--- src/core/pbg_params.svh ---
// constants for the second port block: offsets, fields, reset values
`ifndef PBG_PARAMS_SVH
`define PBG_PARAMS_SVH

`define PBG_ADDR_W         4
`define PBG_OFF_PINS       4'h0
`define PBG_OFF_DIRECTION  4'h1
`define PBG_OFF_LATCH      4'h2
`define PBG_OFF_INTCTL     4'h3
`define PBG_OFF_INTCTL2    4'h4
`define PBG_OFF_IRQ_STAT   4'h5
`define PBG_OFF_IRQ_CLR    4'h6
`define PBG_OFF_IRQ_EN     4'h7

`define PBG_BIT_CHG_FLAG   0
`define PBG_BIT_PU_DIS_N   7
`define PBG_BIT_EV_CHANGE  0

`define PBG_RST_DIRECTION  8'hFF
`define PBG_RST_LATCH      8'h00
`define PBG_RST_PU_DIS_N   1'h1
`define PBG_RST_IRQ_EN     8'h00

`define PBG_CHG_LO         4
`define PBG_PWM_CH4        4
`define PBG_PWM_CH5        5
`define PBG_PIN_CH5        4
`define PBG_PIN_ALT_CH4    5

`endif

--- src/core/pbg_pkg.sv ---
// types shared by the second port block
package pbg_pkg;
  typedef logic [7:0] pbg_byte_t;
  typedef logic [3:0] pbg_addr_t;
  typedef logic [5:0] pbg_pwm_t;
endpackage : pbg_pkg

--- src/core/pbg_port.sv ---
// second general-purpose port with change interrupt and pwm pin sharing
//
// Function
// - eight pins: direction, latch, input each
// - direction 1 floats pin, 0 drives latch
// - latch readable; read-modify-write uses latch
// - cleared pull-up control enables all pull-ups
// - pull-up off on any output pin
// - reset leaves pull-ups disabled
// - only upper input pins detect change
// - compare against reference from last read
// - ORed upper mismatches set change flag
// - change interrupt wakes device from sleep
// - port access refreshes reference, except move-destination
// - persisting mismatch keeps setting the flag
// - pin returning ends mismatch by itself
// - pins 0-3 share pwm 0-3, pin 4 pwm 5
// - config bit moves pwm 4 onto pin 5
`timescale 1ns/1ps
`include "pbg_params.svh"

module pbg_port
  import pbg_pkg::*;
#(
  parameter int PIN_W = 8
) (
  input  wire logic      clk_in,          // 20 MHz instruction clock
  input  wire logic      rst_in,          // synchronous reset, active high
  input  wire pbg_addr_t addr_in,         // register address
  input  wire pbg_byte_t wr_data_in,      // write data
  input  wire logic      wr_en_in,        // write strobe
  input  wire logic      rd_en_in,        // read strobe
  input  wire logic      mm_move_dest_in, // write is a memory-to-memory move
  output pbg_byte_t      rd_data_out,     // read data, cycle after strobe
  input  wire pbg_byte_t pin_in,          // sensed pin levels
  output pbg_byte_t      pin_out,         // pin drive value
  output pbg_byte_t      pin_oe_n_out,    // low while pin is driven
  output pbg_byte_t      pullup_en_out,   // weak pull-up enables
  input  wire pbg_pwm_t  pwm_in,          // pwm channel outputs
  input  wire pbg_pwm_t  pwm_own_in,      // pwm channel owns its pin
  input  wire logic      pwm_ch4_alternate_pin_select_in, // pwm 4 on pin 5
  output logic           wake_out,        // wake request from sleep
  output logic           irq_out          // level interrupt
);

  // elaboration-time guard: the fixed maps below only serve eight pins
  if (PIN_W != 8) begin : g_pin_w_check
    $error("pbg_port serves exactly eight pins");
  end

  function automatic logic reg_hit(input pbg_addr_t a, input pbg_addr_t off);
    reg_hit = (a == off);
  endfunction : reg_hit

  pbg_byte_t second_port_direction;
  pbg_byte_t second_port_output_latch;
  logic      pullup_disable_n;
  logic      port_change_irq_flag;
  pbg_byte_t chg_ref;
  pbg_byte_t pin_meta;
  pbg_byte_t pin_sync;
  pbg_byte_t irq_stat;
  pbg_byte_t irq_en;
  logic      chg_mismatch;
  pbg_byte_t next_drive;
  pbg_byte_t next_oe_n;
  logic      wr_pins;
  logic      rd_pins;
  logic      irq_any;

  assign wr_pins = wr_en_in && reg_hit(addr_in, `PBG_OFF_PINS);
  assign rd_pins = rd_en_in && reg_hit(addr_in, `PBG_OFF_PINS);

  // two-stage synchroniser, only the second stage is read
  always_ff @(posedge clk_in) begin
    if (rst_in) begin
      pin_meta <= 8'h00;
      pin_sync <= 8'h00;
    end else begin
      pin_meta <= pin_in;
      pin_sync <= pin_meta;
    end
  end

  // direction register, all inputs after reset
  always_ff @(posedge clk_in) begin
    if (rst_in) begin
      second_port_direction <= `PBG_RST_DIRECTION;
    end else if (wr_en_in && reg_hit(addr_in, `PBG_OFF_DIRECTION)) begin
      second_port_direction <= wr_data_in;
    end
  end

  // writes to the pin register land in the latch as well
  always_ff @(posedge clk_in) begin
    if (rst_in) begin
      second_port_output_latch <= `PBG_RST_LATCH;
    end else if (wr_pins || (wr_en_in && reg_hit(addr_in, `PBG_OFF_LATCH))) begin
      second_port_output_latch <= wr_data_in;
    end
  end

  always_ff @(posedge clk_in) begin
    if (rst_in) begin
      pullup_disable_n <= `PBG_RST_PU_DIS_N;
    end else if (wr_en_in && reg_hit(addr_in, `PBG_OFF_INTCTL2)) begin
      pullup_disable_n <= wr_data_in[`PBG_BIT_PU_DIS_N];
    end
  end

  // a move that only targets the port does not touch the reference
  always_ff @(posedge clk_in) begin
    if (rst_in) begin
      chg_ref <= 8'h00;
    end else if (rd_pins || (wr_pins && !mm_move_dest_in)) begin
      chg_ref <= pin_sync;
    end
  end

  // combinational compare, so a pin that returns clears it at once
  always_comb begin
    chg_mismatch = 1'b0;
    for (int i = `PBG_CHG_LO; i < 8; i++) begin
      if (second_port_direction[i] && (pin_sync[i] != chg_ref[i])) begin
        chg_mismatch = 1'b1;
      end
    end
  end

  // set wins over a software clear while the mismatch lasts
  always_ff @(posedge clk_in) begin
    if (rst_in) begin
      port_change_irq_flag <= 1'b0;
    end else if (chg_mismatch) begin
      port_change_irq_flag <= 1'b1;
    end else if (wr_en_in && reg_hit(addr_in, `PBG_OFF_INTCTL)) begin
      port_change_irq_flag <= wr_data_in[`PBG_BIT_CHG_FLAG];
    end
  end

  always_ff @(posedge clk_in) begin
    if (rst_in) begin
      irq_stat <= 8'h00;
    end else begin
      for (int i = 0; i < 8; i++) begin
        if (i == `PBG_BIT_EV_CHANGE && chg_mismatch) begin
          irq_stat[i] <= 1'b1;
        end else if (wr_en_in && reg_hit(addr_in, `PBG_OFF_IRQ_CLR) && wr_data_in[i]) begin
          irq_stat[i] <= 1'b0;
        end
      end
    end
  end

  always_ff @(posedge clk_in) begin
    if (rst_in) begin
      irq_en <= `PBG_RST_IRQ_EN;
    end else if (wr_en_in && reg_hit(addr_in, `PBG_OFF_IRQ_EN)) begin
      irq_en <= wr_data_in;
    end
  end

  assign irq_any = |(irq_stat & irq_en);

  always_ff @(posedge clk_in) begin
    if (rst_in) begin
      irq_out  <= 1'b0;
      wake_out <= 1'b0;
    end else begin
      irq_out  <= irq_any;
      wake_out <= port_change_irq_flag;
    end
  end

  // pin drive: pwm ownership first, then direction and latch
  always_comb begin
    next_drive = second_port_output_latch;
    next_oe_n  = second_port_direction;
    for (int i = 0; i < 4; i++) begin
      if (pwm_own_in[i]) begin
        next_drive[i] = pwm_in[i];
        next_oe_n[i]  = 1'b0;
      end
    end
    if (pwm_own_in[`PBG_PWM_CH5]) begin
      next_drive[`PBG_PIN_CH5] = pwm_in[`PBG_PWM_CH5];
      next_oe_n[`PBG_PIN_CH5]  = 1'b0;
    end
    if (pwm_ch4_alternate_pin_select_in && pwm_own_in[`PBG_PWM_CH4]) begin
      next_drive[`PBG_PIN_ALT_CH4] = pwm_in[`PBG_PWM_CH4];
      next_oe_n[`PBG_PIN_ALT_CH4]  = 1'b0;
    end
  end

  always_ff @(posedge clk_in) begin
    if (rst_in) begin
      pin_out       <= 8'h00;
      pin_oe_n_out  <= 8'hFF;
      pullup_en_out <= 8'h00;
    end else begin
      pin_out       <= next_drive;
      pin_oe_n_out  <= next_oe_n;
      // a driven pin never keeps its pull-up
      pullup_en_out <= {8{~pullup_disable_n}} & next_oe_n;
    end
  end

  always_ff @(posedge clk_in) begin
    if (rst_in) begin
      rd_data_out <= 8'h00;
    end else if (rd_en_in) begin
      case (addr_in)
        `PBG_OFF_PINS:      rd_data_out <= pin_sync;
        `PBG_OFF_DIRECTION: rd_data_out <= second_port_direction;
        `PBG_OFF_LATCH:     rd_data_out <= second_port_output_latch;
        `PBG_OFF_INTCTL:    rd_data_out <= {7'h00, port_change_irq_flag};
        `PBG_OFF_INTCTL2:   rd_data_out <= {pullup_disable_n, 7'h00};
        `PBG_OFF_IRQ_STAT:  rd_data_out <= irq_stat;
        `PBG_OFF_IRQ_EN:    rd_data_out <= irq_en;
        default:            rd_data_out <= 8'h00;
      endcase
    end else begin
      rd_data_out <= 8'h00;
    end
  end
endmodule : pbg_port

--- config.mk ---
export PLATFORM = sky130hd
export DESIGN_NAME = pbg_port
export DESIGN_NICKNAME = d
export VERILOG_FILES = /design/src/core/pbg_pkg.sv /design/src/core/pbg_port.sv
export VERILOG_INCLUDE_DIRS = /design/src /design/src/core
export SDC_FILE = /design/constraint.sdc
export NUM_CORES = 1
export LEC_CHECK = 0
export BUFFER_PORTS_ARGS = -buffer_cell sky130_fd_sc_hd__buf_2
export CAP_MARGIN = 15
export CORE_MARGIN = 3
export CORE_UTILIZATION = 56
export DETAILED_ROUTE_END_ITERATION = 10
export PLACE_DENSITY = 0.88
export SLEW_MARGIN = 25
export SYNTH_ARGS = -nofsm -noshare
export SYNTH_HDL_FRONTEND = slang
export SYNTH_SLANG_ARGS = --single-unit
export TNS_END_PERCENT = 100
--- constraint.sdc ---
create_clock -name clk_in -period 2.04 [get_ports clk_in]
set_clock_uncertainty 0.15 [all_clocks]
set_input_delay 0 -clock clk_in [delete_from_list [all_inputs] [get_ports clk_in]]
set_output_delay 0 -clock clk_in [all_outputs]
set_load 0.005 [all_outputs]
==> flow_summary.yaml, run 1 <==
floorplanning:
  dieWidth_um: 78.5
  core_sq_um: 4910
  die_y_um: 78.5
  rows: 25
  start_util_pct: 59.9
  dieArea_sq_um: 6160
  io_pins: 72
final_layout:
  layout_commonest_cell: "dfxtp_1"
  final_cell_mix: "81 x dfxtp_1, 71 x buf_2, 43 x dlygate4sd3_1"
  nets: 444
  area_growth_pct: 37.7
  post_route_cells_drive_above_1_share_pct: 24.8
  antennaDiodeCount: 0
  multi_input_area_sq_um: 1220
  fillers: 282
  regArea_sq_um: 1620
worst_setup_path:
  crit_slowest_cell: "dlygate4sd3_1"
  cp_data_required_time_ns: 2.12
  end_kind: "flip-flop"
  cp-startpoint: "pwm_own_in[0]"
  crit_type: "input pin to flip-flop"
  setup.worst_path.start_class: "input pin"
  crit_chain: "dlygate4sd3_1 > buf_2 > mux2i_1 > dlygate4sd3_1 > nor2_1 > dlygate4sd3_1"
  reg2reg_depth: 4
  crit_arrival_ns: 1.95
  crit_end: "pin_out[0]$_SDFF_PP0_"
  critPathMostFrequentCell: "dlygate4sd3_1"
  r2r_end: "pin_out[0]$_SDFF_PP0_"
  regToRegStartpoint: "second_port_output_latch[0]$_SDFFE_PP0P_"
  slowest_delay_ns: 0.56
  worstPathMaxFanout: 2
  regToRegSetupSlack_ns: 0.19
timing:
  worst_pin_slew_ns: 0.524
  finalSetupTns_ns: 0
  min_period_ns: 1.86
  fin_crit_sh_pct: 91.2
  whs_ns: 0.0352
  hold_violations: 0
  rsz0062_at_grt: "no"
  maxSlewHeadroom_pct: 64.8
  final_max_slew_viol_count: 0
  setup_violations: 0
  max_clock_freq_ghz: 0.537
yosys:
  synthesis.area_sq_um: 2940
  synth_warnings: 0
  synthCells: 292
  synth_flop_cell: "dfxtp_1"
  synthArstFlopShare_pct: 0
  yosysSeqAreaShare_pct: 55.1
  synth-edff-count: 0
  synthDistinctLibCells: 37
  avgSynthCellArea_sq_um: 10.1
  syn-num-nets: 330
  synth_seq_cells: 81
pwr:
  p_seq_share_pct: 45.9
  power_per_cell_area_nw_per_um2: 885
  swShare_pct: 19.8
  p_leak_nw: 1.81
  ir_drop_mv: 0.644
  switching_power_mw: 0.710
  clockPowerShare_pct: 46.0
  pwr-share-comb_pct: 8.1
  internal-power_mw: 2.88
routing:
  postRouteAntennaNets: 0
  drc: 0
  dr_total_vias: 2598
  wl_per_cell_um: 15.4
  drtIter0Drc: 253
  first_pass_iters: 5
  via_per_inst: 5.44
  routed_wl_um: 7350
cts:
  cts_tree: "done"
  root_buffer: "clkbuf_8"
  cts_made_buffers: 9
  cts_hold_buf: 43
  cts_resized: 0
  clk_latency_ns: 0.35
  clock_sinks: 81
  cts_buffer_depth: 2
  post_cts_buffers: 0
  cts.clk_slew.worst_paths_ns: 0.08
  h-tree-depth: 3
global_routing:
  grt_pass1_wl_um: 12400
  grt_pass1_vias: 2609
  grt.total_usage_pct: 26.1
  gr-total-overflow: 0
  antenna_found_initial: 0
  grt_max_degree: 26
place:
  gp_congestion: 0.860
  dp_hpwl_um: 4570
  io_buffers: 71
min_path:
  min_path_cells: 3
  hold_class: "input pin to flip-flop"
flow_run:
  drv_cap: 0
run_status:
  status: "finished clean"
metrics by stage:
step	utilization (%)	power (mW)	std cells	worst slack, ns	area (sq um)
after floorplan	-	1.81	292	0.762	2940
after detailed placement	67.8	1.90	419	0.563	3330
after global routing	82.5	3.70	478	0.131	4050
after global placement	67.8	1.89	419	0.631	3330
final	82.5	3.59	478	0.179	4050
after CTS	82.5	3.60	478	0.191	4050
state kept, by name, indices dropped and copies added (netlist names):
| signal | flops |
|---|---|
| irq_en | 8 |
| rd_data_out | 8 |
| second_port_direction | 8 |
| pin_sync | 8 |
| pullup_disable_n | 1 |
| chg_ref | 4 |
| second_port_output_latch | 8 |
| pin_meta | 8 |
| wake_out | 1 |
| irq_out | 1 |
| port_change_irq_flag | 1 |
| pin_oe_n_out | 8 |
| irq_stat | 1 |
| pullup_en_out | 8 |
| pin_out | 8 |
area by class of cell:
type	count	share of cell area [%]
tap	67	2.07
inverter	2	0.185
timing repair buffer	119	20.3
sequential	81	40.0
clock inverter	5	3.71
clock buffer	11	3.49
multi-input combinational	193	30.2
routing by layer:
metal  vias to the layer above  part of all wire, %  global-route usage [%]
li1                       1217                    -                       -
met1                      1199                   38                    30.1
met2                       153                   50                    44.4
met3                        29                  8.0                    7.22
met4                         0                  3.4                    12.8
met5                         -                    0                       0
critical path, delay by kind of cell:
kind                   cells  cell delay (ns)
buffers and inverters      4             1.75
multiplexers               1             0.16
AND/OR/NAND/NOR            1             0.04
cell families (layout without fill, tap and decap cells):
kind of cell / Yosys count / count (layout) / share of synthesized area, %
AOI/OAI and AO/OA: 36 / 36 / 8.51
xor gates and xnor gates: 4 / 4 / 1.19
buffers and inverters: 18 / 137 / 3.28
muxes: 21 / 21 / 7.74
and+or+nand+nor: 132 / 132 / 24.2
DFF: 81 / 81 / 55.1
power by group through the flow:
| stage | Combinational, mW | Sequential (mW) | Clock, mW |
|---|---|---|---|
| after CTS | 0.283 | 1.65 | 1.67 |
| after global routing | 0.319 | 1.65 | 1.73 |
| after global placement | 0.211 | 1.68 | 0 |
| final | 0.291 | 1.65 | 1.65 |
| after detailed placement | 0.218 | 1.68 | 0 |
| after floorplan | 0.133 | 1.68 | 0 |
cells in the mapped netlist (all sizes together) (5+ instances only):
| master | instances | area share [%] |
|---|---|---|
| a21oi | 15 | 2.6 |
| a222oi | 5 | 1.7 |
| a22o | 7 | 2.1 |
| buf | 8 | 2.0 |
| clkbuf | 8 | 1.0 |
| dfxtp | 81 | 55 |
| mux2i | 19 | 6.5 |
| nand2 | 37 | 4.7 |
| nand2b | 13 | 2.8 |
| nand3b | 7 | 2.2 |
| nor2 | 35 | 5.0 |
| nor2b | 22 | 4.7 |
| o21ai | 5 | 0.98 |
how the worst min path moves through the flow:
stage / startpoint / endpoint / slack [ns]
final: addr_in[2] / rd_data_out[0]$_SDFF_PP0_ / 0.04
after global routing: addr_in[2] / rd_data_out[0]$_SDFF_PP0_ / 0.05
after CTS: wr_en_in / irq_en[6]$_SDFFE_PP0P_ / 0.02
after detailed placement: pin_in[5] / pin_meta[5]$_SDFF_PP0_ / 0.06
after global placement: pin_in[6] / pin_meta[6]$_SDFF_PP0_ / 0.06
after floorplan: wr_data_in[6] / second_port_direction[6]$_SDFFE_PP1P_ / -0.03
No activity file was read; power rests on OpenSTA's default activity.
==> inputs of run 2 (changes only) <==
--- a/config.mk
+++ b/config.mk
@@ -9,9 +9,9 @@
 export BUFFER_PORTS_ARGS = -buffer_cell sky130_fd_sc_hd__buf_2
 export CAP_MARGIN = 15
 export CORE_MARGIN = 3
-export CORE_UTILIZATION = 56
+export CORE_UTILIZATION = 40
 export DETAILED_ROUTE_END_ITERATION = 10
-export PLACE_DENSITY = 0.88
+export PLACE_DENSITY = 0.68
 export SLEW_MARGIN = 25
 export SYNTH_ARGS = -nofsm -noshare
 export SYNTH_HDL_FRONTEND = slang
==> flow_summary.yaml, run 2 (synthesis results as in run 1) <==
run_status:
  status: "finished clean"
pwr:
  p_leak_nw: 1.74
  power_per_cell_area_nw_per_um2: 778
  ir_drop_mv: 0.481
timing:
  finalSetupTns_ns: 0
  worst_pin_slew_ns: 0.707
  whs_ns: 0.0187
  min_period_ns: 1.82
  max_clock_freq_ghz: 0.551
  fin_crit_sh_pct: 89.0
  rsz0062_at_grt: "no"
  hold_violations: 0
  maxSlewHeadroom_pct: 52.9
  layout_setup_ws_ns: 0.224
  final_max_slew_viol_count: 0
  setup_violations: 0
routing:
  wl_per_cell_um: 13.5
  dr_total_vias: 2430
  drtIter0Drc: 112
  routed_wl_um: 6730
  drc: 0
  first_pass_iters: 4
  via_per_inst: 4.86
  postRouteAntennaNets: 0
worst_setup_path:
  crit_type: "input pin to flip-flop"
  worstPathMaxFanout: 2
  end_kind: "flip-flop"
  crit_arrival_ns: 1.90
  setup.worst_path.start_class: "input pin"
  cp_data_required_time_ns: 2.12
  regToRegSetupSlack_ns: 0.50
cts:
  clock_sinks: 81
  cts_buffer_depth: 2
  cts_made_buffers: 9
  cts.clk_slew.worst_paths_ns: 0.07
  cts_tree: "done"
  clk_latency_ns: 0.34
  post_cts_buffers: 0
  h-tree-depth: 3
  root_buffer: "clkbuf_8"
global_routing:
  grt.total_usage_pct: 16.7
  gr-total-overflow: 0
  grt_pass1_vias: 2357
  antenna_found_initial: 0
  grt_max_degree: 44
  grt_pass1_wl_um: 11100
final_layout:
  antennaDiodeCount: 0
  final_cell_mix: "81 x dfxtp_1, 71 x buf_2, 39 x dlygate4sd3_1"
  fin_util_pct: 56.7
  layout_commonest_cell: "dfxtp_1"
  post_route_cells_drive_above_1_share_pct: 24.5
  nets: 438
  area_growth_pct: 33.8
place:
  io_buffers: 71
  gp_congestion: 0.833
  dp_hpwl_um: 4560
  pre_cts_slack_ns: 0.482
flow_run:
  drv_cap: 0
floorplanning:
  io_pins: 72
  start_util_pct: 42.4
  core_sq_um: 6940
  dieWidth_um: 91.8
  rows: 30
  die_y_um: 91.8
  dieArea_sq_um: 8420
min_path:
  hold_class: "input pin to flip-flop"
## run 2: area by class of cell
class	instances	area (sq um)
multi-input cells	193	1220
inverters	2	7.51
fillers	645	3010
repair buffers	113	768
flip-flops and latches	81	1620
well taps	96	120
clock buffers	12	155
clock inverters	3	40.0
## run 2: path summary, 6_finish.rpt
path | from | end | depth (start not counted)
hold / removal | wr_en_in | irq_en[0]$_SDFFE_PP0P_ | 4
setup / recovery | pwm_ch4_alternate_pin_select_in | pin_out[5]$_SDFF_PP0_ | 6
hold reg to reg | pin_meta[3]$_SDFF_PP0_ | pin_sync[3]$_SDFF_PP0_ | 1
setup reg to reg | irq_stat[0]$_SDFFE_PP0P_ | rd_data_out[0]$_SDFF_PP0_ | 4
## run 2: critical path, cell delays in order
cell and delay [ns]:
dlygate4sd3_1 0.53, buf_2 0.12, nand3_1 0.07, dlygate4sd3_1 0.56, a21oi_1 0.06, dlygate4sd3_1 0.56
## run 2: repair_timing
action,4_1_cts,5_1_grt
setup endpoints to repair,0,0
hold buffers,39,0
resized for setup,0,0
endpoints found under the hold margin,59,0
## run 2: per-layer routing
metal  global-route usage [%]  part of all wire (%)  up-vias
met5                        0                     0        -
met4                     5.94                  0.85        0
met3                     5.25                   5.6        6
met2                     27.5                    49       68
met1                     20.6                    45     1155
li1                         -                     -     1201
## run 2: metrics by stage
step | total power [mW] | instances | area (sq um)
final | 3.06 | 500 | 3940
after global routing | 3.20 | 500 | 3940
after CTS | 3.10 | 500 | 3940
after detailed placement | 1.90 | 446 | 3350
after global placement | 1.90 | 446 | 3350
after floorplan | 1.81 | 292 | 2940
## run 2: power breakdown
part | leakage (nW) | switching, mW | internal, mW
clock | 0.102 | 0.522 | 0.622
combinational | 0.977 | 0.124 | 0.149
sequential | 0.661 | 0.0223 | 1.63
total | 1.74 | 0.668 | 2.40
